### src/rtl/codec_regs_defs.svh
// Register offsets, field positions and reset values of the codec regs
`ifndef CODEC_REGS_DEFS_SVH
`define CODEC_REGS_DEFS_SVH

// ==========================================================================
// Register indices (byte address is four times the index)
`define LOL_IDX          8'h2E
`define APE_IDX          8'h30
`define STAT_IDX         8'h34
`define LOL_ADDR         ({`LOL_IDX, 2'b00})
`define APE_ADDR         ({`APE_IDX, 2'b00})
`define STAT_ADDR        ({`STAT_IDX, 2'b00})

// ==========================================================================
// Line-out level register layout
`define LEVEL_W          5
`define RIGHT_LSB        8
`define LEFT_LSB         0
`define LEVEL_RST        5'h04

// ==========================================================================
// Analog power enables layout
`define APE_SPARE_BIT    15
`define APE_STEREO_BIT   14
`define APE_LPREG_BIT    13
`define APE_STARTUP_BIT  12
`define APE_CPUMP_BIT    11
`define APE_PLL_BIT      10
`define APE_SPARE_RST    1'h0
`define APE_STEREO_RST   1'h1
`define APE_LPREG_RST    1'h1
`define APE_STARTUP_RST  1'h1
`define APE_CPUMP_RST    1'h0
`define APE_PLL_RST      1'h0

// ==========================================================================
// Status register layout
`define STAT_CORE_EXT    0
`define STAT_PLL         1
`define STAT_MONO        2
`define STAT_LPREG_RISK  3
`define STAT_START_RISK  4

// ==========================================================================
// Line-out ground code scale, in millivolts
`define GND_BASE_MV      12'h320
`define GND_STEP_MV      12'h019

`endif

### src/rtl/codec_regs_pkg.sv
// Types and helpers shared by the codec register bank
package codec_regs_pkg;
    `include "codec_regs_defs.svh"

    typedef logic [`LEVEL_W-1:0] level_type;
    typedef logic [15:0]         word_type;

    // Line-out ground code to millivolts, 25 mV per code from 800 mV
    function automatic logic [11:0] ground_mv(input logic [5:0] code);
        ground_mv = `GND_BASE_MV + 12'(`GND_STEP_MV * {6'h00, code});
    endfunction
endpackage

### src/rtl/field_reg.sv
// Writable register field with constant reset value
`timescale 1ns/10ps
module field_reg #(
    parameter int             W   = 1,
    parameter logic [W-1:0]   RST = '0
) (
    input  wire logic         clk,
    input  wire logic         nrst,
    input  wire logic         we,
    input  wire logic [W-1:0] d,
    output logic      [W-1:0] q
);
    initial
    begin
        if (W < 1) $error("field_reg width must be positive");
    end

    // Load on write strobe only
    always_ff @(posedge clk or negedge nrst)
    begin
        if (!nrst) q <= RST;
        else if (we) q <= d;
    end
endmodule

### src/rtl/sync3.sv
// Three-flop synchroniser for pin levels, change taken when stages agree
`timescale 1ns/10ps
module sync3 (
    input  wire logic clk,
    input  wire logic nrst,
    input  wire logic din,
    output logic      dout
);
    logic s1Q;
    logic s2Q;
    logic s3Q;

    // First stage feeds only the second one
    always_ff @(posedge clk or negedge nrst)
    begin
        if (!nrst)
        begin
            s1Q  <= 1'b0;
            s2Q  <= 1'b0;
            s3Q  <= 1'b0;
            dout <= 1'b0;
        end
        else
        begin
            s1Q <= din;
            s2Q <= s1Q;
            s3Q <= s2Q;
            if (s2Q == s3Q) dout <= s3Q; // Filters one-cycle glitches
        end
    end
endmodule

### src/rtl/lineout_level_and_analog_power_regs.sv
// Line-out level and analog power enable registers behind an APB slave
//
// Overview of operation
// - Each level code step is half a decibel, larger codes attenuate more.
// - Right line-out level is a five-bit RW field at 12:8, reset four.
// - Left level is a five-bit RW field at 4:0, reset four; 15:13, 7:5 zero.
// - The analog power register gathers the analog power-down controls; this block holds only bits 15:10 of it.
// - Only mic bias impedance and zero-cross enables power down elsewhere.
// - Bit 14, reset one, picks stereo or left mono, only while DAC is on.
// - Bit 13, reset one, runs low-power regulator; clear needs ext or primary.
// - Bit 12, reset one, runs start-up logic; clear only on external core.
// - Bit 11, reset zero, runs the charge pump; off when supplies are low; the output follows bit 11 alone, with no supply check.
// - Bit 10, reset zero, powers the PLL; clearing it turns the PLL off.
// - Line-out ground codes step 25 mV from 0.800 V at code zero.
`timescale 1ns/10ps
module lineout_level_and_analog_power_regs
    import codec_regs_pkg::*;
#(
    parameter int ADDR_W = 10
) (
    input  wire logic              clk,
    input  wire logic              nrst,
    input  wire logic              psel,
    input  wire logic              penable,
    input  wire logic              pwrite,
    input  wire logic [ADDR_W-1:0] paddr,
    input  wire logic [31:0]       pwdata,
    output logic      [31:0]       prdata,
    output logic                   pready,
    output logic                   pslverr,
    input  wire logic              dacPowerOn,
    input  wire logic              primaryRegulatorOn,
    input  wire logic              coreSupplyExternal,
    output logic      [4:0]        lineoutRightLevel,
    output logic      [4:0]        lineoutLeftLevel,
    output logic                   dacMonoMode,
    output logic                   lowpowerRegulatorOn,
    output logic                   startupCircuitOn,
    output logic                   chargePumpOn,
    output logic                   pllOn
);
    // ======================================================================
    // Elaboration checks
    initial
    begin
        if (ADDR_W < 10) $error("ADDR_W too small for the register map");
    end

    // ======================================================================
    // Bus decode
    logic              setupPhase;
    logic              writeDone;
    logic              hitLol;
    logic              hitApe;
    logic              hitStat;
    logic              hitAny;
    logic              wrLol;
    logic              wrApe;
    logic [ADDR_W-1:0] lolAddr;
    logic [ADDR_W-1:0] apeAddr;
    logic [ADDR_W-1:0] statAddr;

    assign lolAddr    = ADDR_W'(`LOL_ADDR);
    assign apeAddr    = ADDR_W'(`APE_ADDR);
    assign statAddr   = ADDR_W'(`STAT_ADDR);
    // Setup cycle; the answer is prepared here so access needs no wait
    assign setupPhase = psel && !penable;
    assign writeDone  = psel && penable && pready && pwrite;
    assign hitLol     = (paddr == lolAddr);
    assign hitApe     = (paddr == apeAddr);
    assign hitStat    = (paddr == statAddr);
    assign hitAny     = hitLol || hitApe || hitStat;
    assign wrLol      = writeDone && hitLol;
    assign wrApe      = writeDone && hitApe;

    // ======================================================================
    // Line-out level fields
    level_type rightQ;
    level_type leftQ;

    // Only the level bits are stored, reserved write data is dropped
    field_reg #(.W(`LEVEL_W), .RST(`LEVEL_RST)) rightField (
        .clk  (clk),
        .nrst (nrst),
        .we   (wrLol),
        .d    (pwdata[`RIGHT_LSB +: `LEVEL_W]),
        .q    (rightQ)
    );

    field_reg #(.W(`LEVEL_W), .RST(`LEVEL_RST)) leftField (
        .clk  (clk),
        .nrst (nrst),
        .we   (wrLol),
        .d    (pwdata[`LEFT_LSB +: `LEVEL_W]),
        .q    (leftQ)
    );

    // ======================================================================
    // Analog power enable bits, one field per control
    logic spareQ;
    logic stereoQ;
    logic lpregQ;
    logic startupQ;
    logic cpumpQ;
    logic pllQ;

    // Only bits 15:10 of the power-down word are held, one field each
    // Other power-down controls sit in other blocks, not here
    field_reg #(.W(1), .RST(`APE_SPARE_RST)) spareField (
        .clk  (clk),
        .nrst (nrst),
        .we   (wrApe),
        .d    (pwdata[`APE_SPARE_BIT]),
        .q    (spareQ)
    );

    field_reg #(.W(1), .RST(`APE_STEREO_RST)) stereoField (
        .clk  (clk),
        .nrst (nrst),
        .we   (wrApe),
        .d    (pwdata[`APE_STEREO_BIT]),
        .q    (stereoQ)
    );

    field_reg #(.W(1), .RST(`APE_LPREG_RST)) lpregField (
        .clk  (clk),
        .nrst (nrst),
        .we   (wrApe),
        .d    (pwdata[`APE_LPREG_BIT]),
        .q    (lpregQ)
    );

    field_reg #(.W(1), .RST(`APE_STARTUP_RST)) startupField (
        .clk  (clk),
        .nrst (nrst),
        .we   (wrApe),
        .d    (pwdata[`APE_STARTUP_BIT]),
        .q    (startupQ)
    );

    field_reg #(.W(1), .RST(`APE_CPUMP_RST)) cpumpField (
        .clk  (clk),
        .nrst (nrst),
        .we   (wrApe),
        .d    (pwdata[`APE_CPUMP_BIT]),
        .q    (cpumpQ)
    );

    field_reg #(.W(1), .RST(`APE_PLL_RST)) pllField (
        .clk  (clk),
        .nrst (nrst),
        .we   (wrApe),
        .d    (pwdata[`APE_PLL_BIT]),
        .q    (pllQ)
    );

    // ======================================================================
    // Supply strap from the pin
    logic coreExtSync;

    sync3 coreExtSyncer (
        .clk  (clk),
        .nrst (nrst),
        .din  (coreSupplyExternal),
        .dout (coreExtSync)
    );

    // ======================================================================
    // Outputs towards the analog blocks, registered one cycle after store
    always_ff @(posedge clk or negedge nrst)
    begin
        if (!nrst)
        begin
            lineoutRightLevel   <= `LEVEL_RST;
            lineoutLeftLevel    <= `LEVEL_RST;
            lowpowerRegulatorOn <= `APE_LPREG_RST;
            startupCircuitOn    <= `APE_STARTUP_RST;
            chargePumpOn        <= `APE_CPUMP_RST;
            pllOn               <= `APE_PLL_RST;
        end
        else
        begin
            lineoutRightLevel   <= rightQ;  // Half dB per code
            lineoutLeftLevel    <= leftQ;   // Half dB per code
            lowpowerRegulatorOn <= lpregQ;
            startupCircuitOn    <= startupQ;
            chargePumpOn        <= cpumpQ;
            pllOn               <= pllQ;    // Clear switches PLL off
        end
    end

    // Mono only counts while the DAC runs; otherwise the bit is inert
    always_ff @(posedge clk or negedge nrst)
    begin
        if (!nrst) dacMonoMode <= 1'b0;
        else dacMonoMode <= dacPowerOn && !stereoQ;
    end

    // ======================================================================
    // Status: flags low-power regulator off with no other core supply, or start-up off on internal core.
    // The device cannot stop the write, so it only reports the hazard.
    logic lpregRiskQ;
    logic startRiskQ;

    always_ff @(posedge clk or negedge nrst)
    begin
        if (!nrst)
        begin
            lpregRiskQ <= 1'b0;
            startRiskQ <= 1'b0;
        end
        else
        begin
            lpregRiskQ <= !lpregQ && !coreExtSync
                          && !primaryRegulatorOn;
            startRiskQ <= !startupQ && !coreExtSync;
        end
    end

    // ======================================================================
    // Read data and answer, loaded in the setup cycle
    word_type readWord;

    always_comb
    begin
        readWord = 16'h0000;
        if (hitLol)
        begin
            // Reserved bits stay zero
            readWord[`RIGHT_LSB +: `LEVEL_W] = rightQ;
            readWord[`LEFT_LSB +: `LEVEL_W]  = leftQ;
        end
        else if (hitApe)
        begin
            readWord[`APE_SPARE_BIT]   = spareQ;
            readWord[`APE_STEREO_BIT]  = stereoQ;
            readWord[`APE_LPREG_BIT]   = lpregQ;
            readWord[`APE_STARTUP_BIT] = startupQ;
            readWord[`APE_CPUMP_BIT]   = cpumpQ;
            readWord[`APE_PLL_BIT]     = pllQ;
        end
        else if (hitStat)
        begin
            readWord[`STAT_CORE_EXT]   = coreExtSync;
            readWord[`STAT_PLL]        = pllOn;
            readWord[`STAT_MONO]       = dacMonoMode;
            readWord[`STAT_LPREG_RISK] = lpregRiskQ;
            readWord[`STAT_START_RISK] = startRiskQ;
        end
    end

    // Zero wait states: pready rises for the access cycle only
    always_ff @(posedge clk or negedge nrst)
    begin
        if (!nrst)
        begin
            pready  <= 1'b0;
            pslverr <= 1'b0;
            prdata  <= 32'h00000000;
        end
        else
        begin
            pready  <= setupPhase;
            pslverr <= setupPhase && !hitAny;
            if (setupPhase && !pwrite) prdata <= {16'h0000, readWord};
        end
    end
endmodule

### config.mk
export PLATFORM = sky130hd
export DESIGN_NAME = lineout_level_and_analog_power_regs
export DESIGN_NICKNAME = d
export VERILOG_FILES = /design/src/rtl/codec_regs_pkg.sv /design/src/rtl/field_reg.sv /design/src/rtl/sync3.sv /design/src/rtl/lineout_level_and_analog_power_regs.sv
export VERILOG_INCLUDE_DIRS = /design/src /design/src/rtl
export SDC_FILE = /design/constraint.sdc
export NUM_CORES = 1
export LEC_CHECK = 0
export ABC_AREA = 1
export BUFFER_PORTS_ARGS = -buffer_cell sky130_fd_sc_hd__buf_4
export CAP_MARGIN = 20
export CORE_ASPECT_RATIO = 0.75
export CORE_MARGIN = 2
export CORE_UTILIZATION = 47
export DETAILED_ROUTE_END_ITERATION = 6
export HOLD_SLACK_MARGIN = 0.06
export PLACE_DENSITY = 0.81
export SLEW_MARGIN = 0
export SYNTH_ARGS = -nofsm -noshare
export SYNTH_HDL_FRONTEND = slang
export SYNTH_SLANG_ARGS = --single-unit
### constraint.sdc
create_clock -name clk -period 1.4 [get_ports clk]
set_input_delay 0.14 -clock clk [delete_from_list [all_inputs] [get_ports clk]]
set_output_delay 0.14 -clock clk [all_outputs]
set_load 0.005 [all_outputs]
==> parameters.txt, run 1 <==
Parameter                              Value

STA
  Final setup TNS ... 0 ns
  Skew final ... around 0.0065 ns
  Transition time at the pin with the least slew margin ... 0.6283 ns
  Max-slew headroom at the worst pin ... 0.5811
  Final-report setup violation count ... 0
  Min Tclk post-route ... between 1 and 1.5 ns
  Fraction of the cycle the final worst path needs ... 0.8707
  Max Fclk ... roughly 0.82 GHz
  Final slew viol count ... 0
  Hold violation count in the final report ... 0
  Unrepaired setup endpoints after global routing ... no

Drt
  Remaining antenna violation count after routing ... 0
  Drc violations ... 0
  Via-per-instance ratio ... ~4.8
  Violation count after the first detailed-route iteration ... 114
  Routed wire length per instance ... about 13 um
  Router iterations before antenna repair ... 4
  Routed wire length ... between 4000 and 5000 um
  Count of vias placed by the detailed router ... about 1800

Pwr
  Max IR drop VDD ... 441.5 uV
  P_sw ... 619.3 uW
  Switching Fraction ... 0.2220
  Internal cell power ... between 2 and 2.5 mW
  Clk pwr share ... 0.367
  Combinational share of power ... 0.084
  Reported leakage power ... 1.635 nW
  Portion of total power attributed to sequential cells ... 0.549
  Areal power density over the cells ... just over 900 nW/um^2

Global route
  Overall routing resource usage ... 0.2013
  Global-route wire length before repair ... approximately 8500 um
  Aggregate global routing overflow ... 0
  Initial antenna violation count ... 0
  Vias in the first global route ... around 1800
  Maximum number of pins on one net before global-route repair ... between 50 and 60

CTS
  Total clock sinks ... 52
  Post-cts gate resize count ... 0
  Later-pin clock latency in the skew report ... slightly above 0.3 ns
  CTS H-tree lvls ... 2
  Library cell used as clock root buffer ... clkbuf_8
  Maximum clock insertion buffer count ... 2
  Clock slew at reported path FFs ... about 0.090 ns
  TritonCTS clock tree ... built
  CTS Buf Count ... 5

Placed design
  Final weighted congestion in routability-driven placement ... around 0.83
  Number of I/O port buffers ... 60
  Final HPWL DP ... between 3000 and 4000 um
  DP Cell Count ... approximately 360
  Instance area after placement ... about 2700 sq um

Yosys
  Syn Area/Cell ... around 9.5 sq um
  Cell area after synthesis ... between 2000 and 2500 sq um
  Share of the synthesized area in the top cell type ... 0.4738
  Sequential element share of the synthesized area ... 0.5780
  Cells taking the most area after synthesis ... dfrtp_1 47%, nand2_1 14%, dfstp_2 10%, buf_4 6.9%, nand4_1 5.5%
  Synthesis Warnings ... 0
  Post-Syn Instances ... 239
  Number of synthesized register bits ... 52
  Library cell occupying the most area in the post-synthesis netlist ... dfrtp_1
  Number of library cell types mapped by synthesis ... 23

Hold path
  Hold path cells ... 3
  Class of the tightest hold or removal check ... input pin to flip-flop

Critical path
  RR Startpoint ... pready
  Register-to-register setup slack ... roughly 0.18 ns
  Length in cells of the worst reg-to-reg path ... 6
  Max stage delay on crit path ... 0.40 ns
  Required time worst endpoint ... ~1.6 ns
  Reg-to-reg endpoint ... cpumpField.q
  Slowest CP cell ... dfrtp_1
  Beginning of the critical path ... pready
  Crit path arrival time ... 1.43 ns
  Worst path cell trace ... nand4_1 -> buf_4 -> inv_1 -> buf_4 -> nand4_1 -> nand2_1
  Crit path capture ... cpumpField.q
  Type of destination of the critical path ... flip-flop
  Worst Path Max Fanout ... 12
  Kind of launch point of the worst setup path ... flip-flop
  Category of the critical setup timing path ... flip-flop to flip-flop

Cells and area
  Cell area after layout ... 2990 sq um
  Number of standard cells in the final layout excluding fillers ... between 300 and 400
  Area growth from synthesis to layout ... 31.68%
  Number of antenna diodes ... 0
  Fin nets ... 371
  Fraction of layout instances using a drive strength above 1 ... 0.2950
  Post-layout util ... 0.6579

Flow run
  Max-Cap Viols ... 0

Die
  Core area ... ~4500 sq um
  Die height ... 64.20 um
  Row cnt ... 21
  Die extent in x ... ~84 um
  Die footprint ... approximately 5400 sq um
  # IOs ... between 90 and 100
  Initial Util ... 0.4996

Status
  Status ... finished, final reports clean
cells in the mapped netlist, drive strengths merged:
cell	instances
nor3	3
or2	1
conb	1
nor2	13
nand4	20
dfstp	9
nand2	86
dfrtp	43
maj3	1
nand3	10
o21ai	13
inv	14
buf	25
registers in the layout, summed over array words and instances, names as in the netlist, 5 cells and up:
register / cells
lineoutLeftLevel: 5
prdata: 13
lineoutRightLevel: 5
leftField.q: 5
rightField.q: 5
placed cells by master (no fill, tap or decap), types with 2 or more instances in the layout:
master	count
nor2_2	2
dlygate4sd3_1	15
nand3_1	8
nand2_1	86
clkbuf_8	5
inv_1	13
nor2_1	6
conb_1	19
dfstp_2	9
nor3_1	2
nand4_1	20
nor2_4	5
buf_4	67
dfrtp_1	43
o21ai_0	4
o21ai_1	8
critical path, delay by kind of cell, from the launching register on:
kind / cells / cell delay [ns]
simple gates: 3 / 0.26
buf+inv: 3 / 0.47
flops: 1 / 0.40
power by group through the flow:
stage / clock (mW) / combinational, mW / sequential (mW)
2_1_floorplan: 0 / 0.113 / 1.56
3_3_place_gp: 0 / 0.198 / 1.56
3_5_place_dp: 0 / 0.203 / 1.56
4_1_cts: 1.04 / 0.234 / 1.53
5_1_grt: 1.10 / 0.263 / 1.53
6_report: 1.02 / 0.235 / 1.53
logic make-up after synthesis:
group | synth area share
other | 0.001651
adders and majority gates | 0.004408
AOI/OAI and AO/OA | 0.03030
DFF | 0.5780
buffers and inverters | 0.1041
and+or+nand+nor | 0.2815
through the flow:
stage / setup WS (ns) / power (mW) / hold WS, ns
finish: 0.1811 / 2.790 / 0.06499
global route: 0.05568 / 2.896 / 0.06956
detailed placement: 0.05598 / 1.762 / 0.2001
CTS: 0.1793 / 2.804 / 0.06152
floorplan: 0.3139 / 1.669 / -0.1556
global placement: 0.09948 / 1.757 / 0.1891
final cells by class:
type	instances	area, sq um
clock buffers	6	72.57
clock inverters	2	38.79
fillers	367	1555
inverters	14	52.55
multi-input cells	166	789.5
flip-flops and latches	52	1313
well taps	57	71.32
repair buffers	82	653.1
worst min path at each step:
| stage | from | endpoint | slack (ns) |
|---|---|---|---|
| 2_1_floorplan | nrst | chargePumpOn | -0.16 |
| 3_3_place_gp | nrst | lineoutLeftLevel[3] | 0.19 |
| 3_5_place_dp | nrst | lineoutRightLevel[0] | 0.20 |
| 4_1_cts | pwdata[12] | rightField.q[4] | 0.06 |
| 5_1_grt | pwdata[10] | rightField.q[2] | 0.07 |
| 6_report | pwdata[10] | rightField.q[2] | 0.06 |
what timing repair did:
action	in CTS	in global routing
endpoints found under the setup margin	0	0
hold endpoints to repair	56	1
buffers inserted	0	0
hold buffers	14	1
routing by layer:
metal	global-route usage	vias to the layer above	share of wire
met5	0	-	0
li1	-	901	-
met1	0.2745	873	0.45
met4	0.06250	0	0.011
met3	0.04910	6	0.063
met2	0.3204	56	0.48
Power figures use the tool's default switching activity.
==> inputs of run 2 (changes only) <==
--- a/config.mk
+++ b/config.mk
@@ -11,10 +11,10 @@
 export CAP_MARGIN = 20
 export CORE_ASPECT_RATIO = 0.75
 export CORE_MARGIN = 2
-export CORE_UTILIZATION = 47
+export CORE_UTILIZATION = 35
 export DETAILED_ROUTE_END_ITERATION = 6
-export HOLD_SLACK_MARGIN = 0.06
-export PLACE_DENSITY = 0.81
+export HOLD_SLACK_MARGIN = 0.02
+export PLACE_DENSITY = 0.64
 export SLEW_MARGIN = 0
 export SYNTH_ARGS = -nofsm -noshare
 export SYNTH_HDL_FRONTEND = slang
==> parameters.txt, run 2 (synthesis results as in run 1) <==
Parameter                              Value

Status
  Status ... finished, final reports clean

Global route
  Aggregate global routing overflow ... 0
  Maximum number of pins on one net before global-route repair ... 53
  Overall routing resource usage ... 0.1423
  Vias in the first global route ... between 1500 and 2000
  Initial antenna violation count ... 0
  Global-route wire length before repair ... between 8000 and 9000 um

Pwr
  Portion of total power attributed to sequential cells ... 0.586
  Max IR drop VDD ... 553.0 uV
  Internal cell power ... just over 2 mW
  P_sw ... 595.4 uW
  Combinational share of power ... 0.082
  Clk pwr share ... 0.332
  Reported leakage power ... ~1.6 nW
  Switching Fraction ... 0.2279
  Areal power density over the cells ... between 900 and 1000 nW/um^2

Critical path
  Crit path arrival time ... 1.40 ns
  Slowest CP cell ... dfrtp_1
  RR Startpoint ... pready
  Library cell appearing most often on the critical path ... nand2_1
  Beginning of the critical path ... pready
  Kind of launch point of the worst setup path ... flip-flop
  Type of destination of the critical path ... flip-flop
  Length in cells of the worst reg-to-reg path ... 5
  Required time worst endpoint ... around 1.6 ns
  Category of the critical setup timing path ... flip-flop to flip-flop
  Max stage delay on crit path ... about 0.37 ns
  Worst path cell trace ... nand4_1 -> buf_4 -> nor2_4 -> nand2_1 -> nand2_1
  Worst Path Max Fanout ... 11

STA
  Min Tclk post-route ... around 1.2 ns
  Final slew viol count ... 0
  Fraction of the cycle the final worst path needs ... 0.8289
  Max-slew headroom at the worst pin ... 0.5655
  Skew final ... around 0.007 ns
  Post-Route Hold Slack ... between 0.04 and 0.05 ns
  Hold violation count in the final report ... 0
  Transition time at the pin with the least slew margin ... ~0.65 ns
  Max Fclk ... roughly 0.86 GHz
  Unrepaired setup endpoints after global routing ... no
  Final setup TNS ... 0 ns
  Final-report setup violation count ... 0

Die
  Initial Util ... 0.3612
  Core area ... about 6300 sq um
  Die extent in x ... around 97 um
  # IOs ... a little under 100
  Die footprint ... just over 7000 sq um
  Die height ... between 70 and 80 um
  Row cnt ... 25

Cells and area
  Commonest non-fill, non-tap cells in the layout ... 86 x nand2_1, 69 x buf_4, 43 x dfrtp_1
  Area growth from synthesis to layout ... 27.66%
  Fin nets ... around 360
  Top register by number of flip-flops ... prdata
  Most common library cell in the layout ignoring fill and taps ... nand2_1
  Flip-flop count of the largest register, all copies and words added ... 13
  Post-layout util ... 0.4611
  Fraction of layout instances using a drive strength above 1 ... 0.3109
  Number of antenna diodes ... 0

Drt
  Routed wire length per instance ... approximately 13 um
  Remaining antenna violation count after routing ... 0
  Routed wire length ... between 4000 and 5000 um
  Router iterations before antenna repair ... 5
  Via-per-instance ratio ... approximately 4.5
  Drc violations ... 0
  Count of vias placed by the detailed router ... 1775
  Violation count after the first detailed-route iteration ... 73

Hold path
  Class of the tightest hold or removal check ... input pin to flip-flop
  Hold Path Origin ... pwdata[1]
  Hold path cells ... 3

CTS
  Clock slew at reported path FFs ... roughly 0.090 ns
  TritonCTS clock tree ... built
  Library cell used as clock root buffer ... clkbuf_8
  CTS H-tree lvls ... 2
  Later-pin clock latency in the skew report ... 0.29 ns
  Post-cts gate resize count ... 0
  Total clock sinks ... 52
  Maximum clock insertion buffer count ... 2
  Number of buffers inserted to repair setup after CTS ... 0
  CTS Buf Count ... 5

Placed design
  Final HPWL DP ... about 3800 um
  Final weighted congestion in routability-driven placement ... slightly above 0.8
  Number of I/O port buffers ... 60

Flow run
  Max-Cap Viols ... 0
## run 2: cell count changes in the layout (fill, tap and decap cells not counted), sizes merged
cell / before / now
clkbuf: 6 / 7
clkinv: 0 / 1
bufinv: 1 / 0
inv: 15 / 14
buf: 67 / 69
dlygate4sd3: 15 / 3
## run 2: area by class of cell
class                      instances  area [sq um]
fill                             621          3388
sequential                        52          1313
multi-input combinational        166         789.5
timing repair buffer              72         548.0
tap                               81         101.3
clock buffer                       7         86.33
inverter                          14         52.55
clock inverter                     1         8.758
## run 2: repair_timing
item / CTS / global route
hold endpoints to repair: 45 / 0
setup endpoints to repair: 0 / 0
hold buffers: 3 / 0
## run 2: through the flow
step | std cells | total power, mW | area (sq um) | worst slack [ns]
finish | 393 | 2.613 | 2899 | 0.2395
global route | 393 | 2.739 | 2899 | 0.1691
CTS | 393 | 2.649 | 2899 | 0.2279
detailed placement | 382 | 1.768 | 2774 | 0.08447
global placement | 382 | 1.765 | 2774 | 0.1335
floorplan | 257 | 1.669 | 2338 | 0.3139
## run 2: worst max-delay path, delay by kind of cell (launching register included)
kind                   cells  cell delay [ns]
and+or+nand+nor            4             0.52
DFF                        1             0.37
buffers and inverters      1             0.21
## run 2: power groups by stage
stage          Clock [mW]  Combinational [mW]  Sequential (mW)
4_1_cts             0.902               0.216             1.53
6_report            0.869               0.214             1.53
2_1_floorplan           0               0.113             1.56
3_3_place_gp            0               0.206             1.56
3_5_place_dp            0               0.209             1.56
5_1_grt             0.966               0.239             1.53
## run 2: per-layer routing
metal	track usage	vias up	share of wire
met5	0	-	0
met3	0.05233	2	0.087
met4	0.03130	0	0.0028
li1	-	880	-
met2	0.2145	74	0.44
met1	0.1978	819	0.47
## run 2: worst paths after layout
| kind | end | slack (ns) |
|---|---|---|
| setup / recovery | leftField.q[3] | 0.24 |
| hold / removal | leftField.q[1] | 0.04 |
| setup reg to reg | leftField.q[3] | 0.24 |
| hold reg to reg | coreExtSyncer.s2Q | 0.36 |
| max in group asynchronous | lineoutRightLevel[4] | 0.54 |
| min in group asynchronous | lineoutLeftLevel[4] | 0.42 |
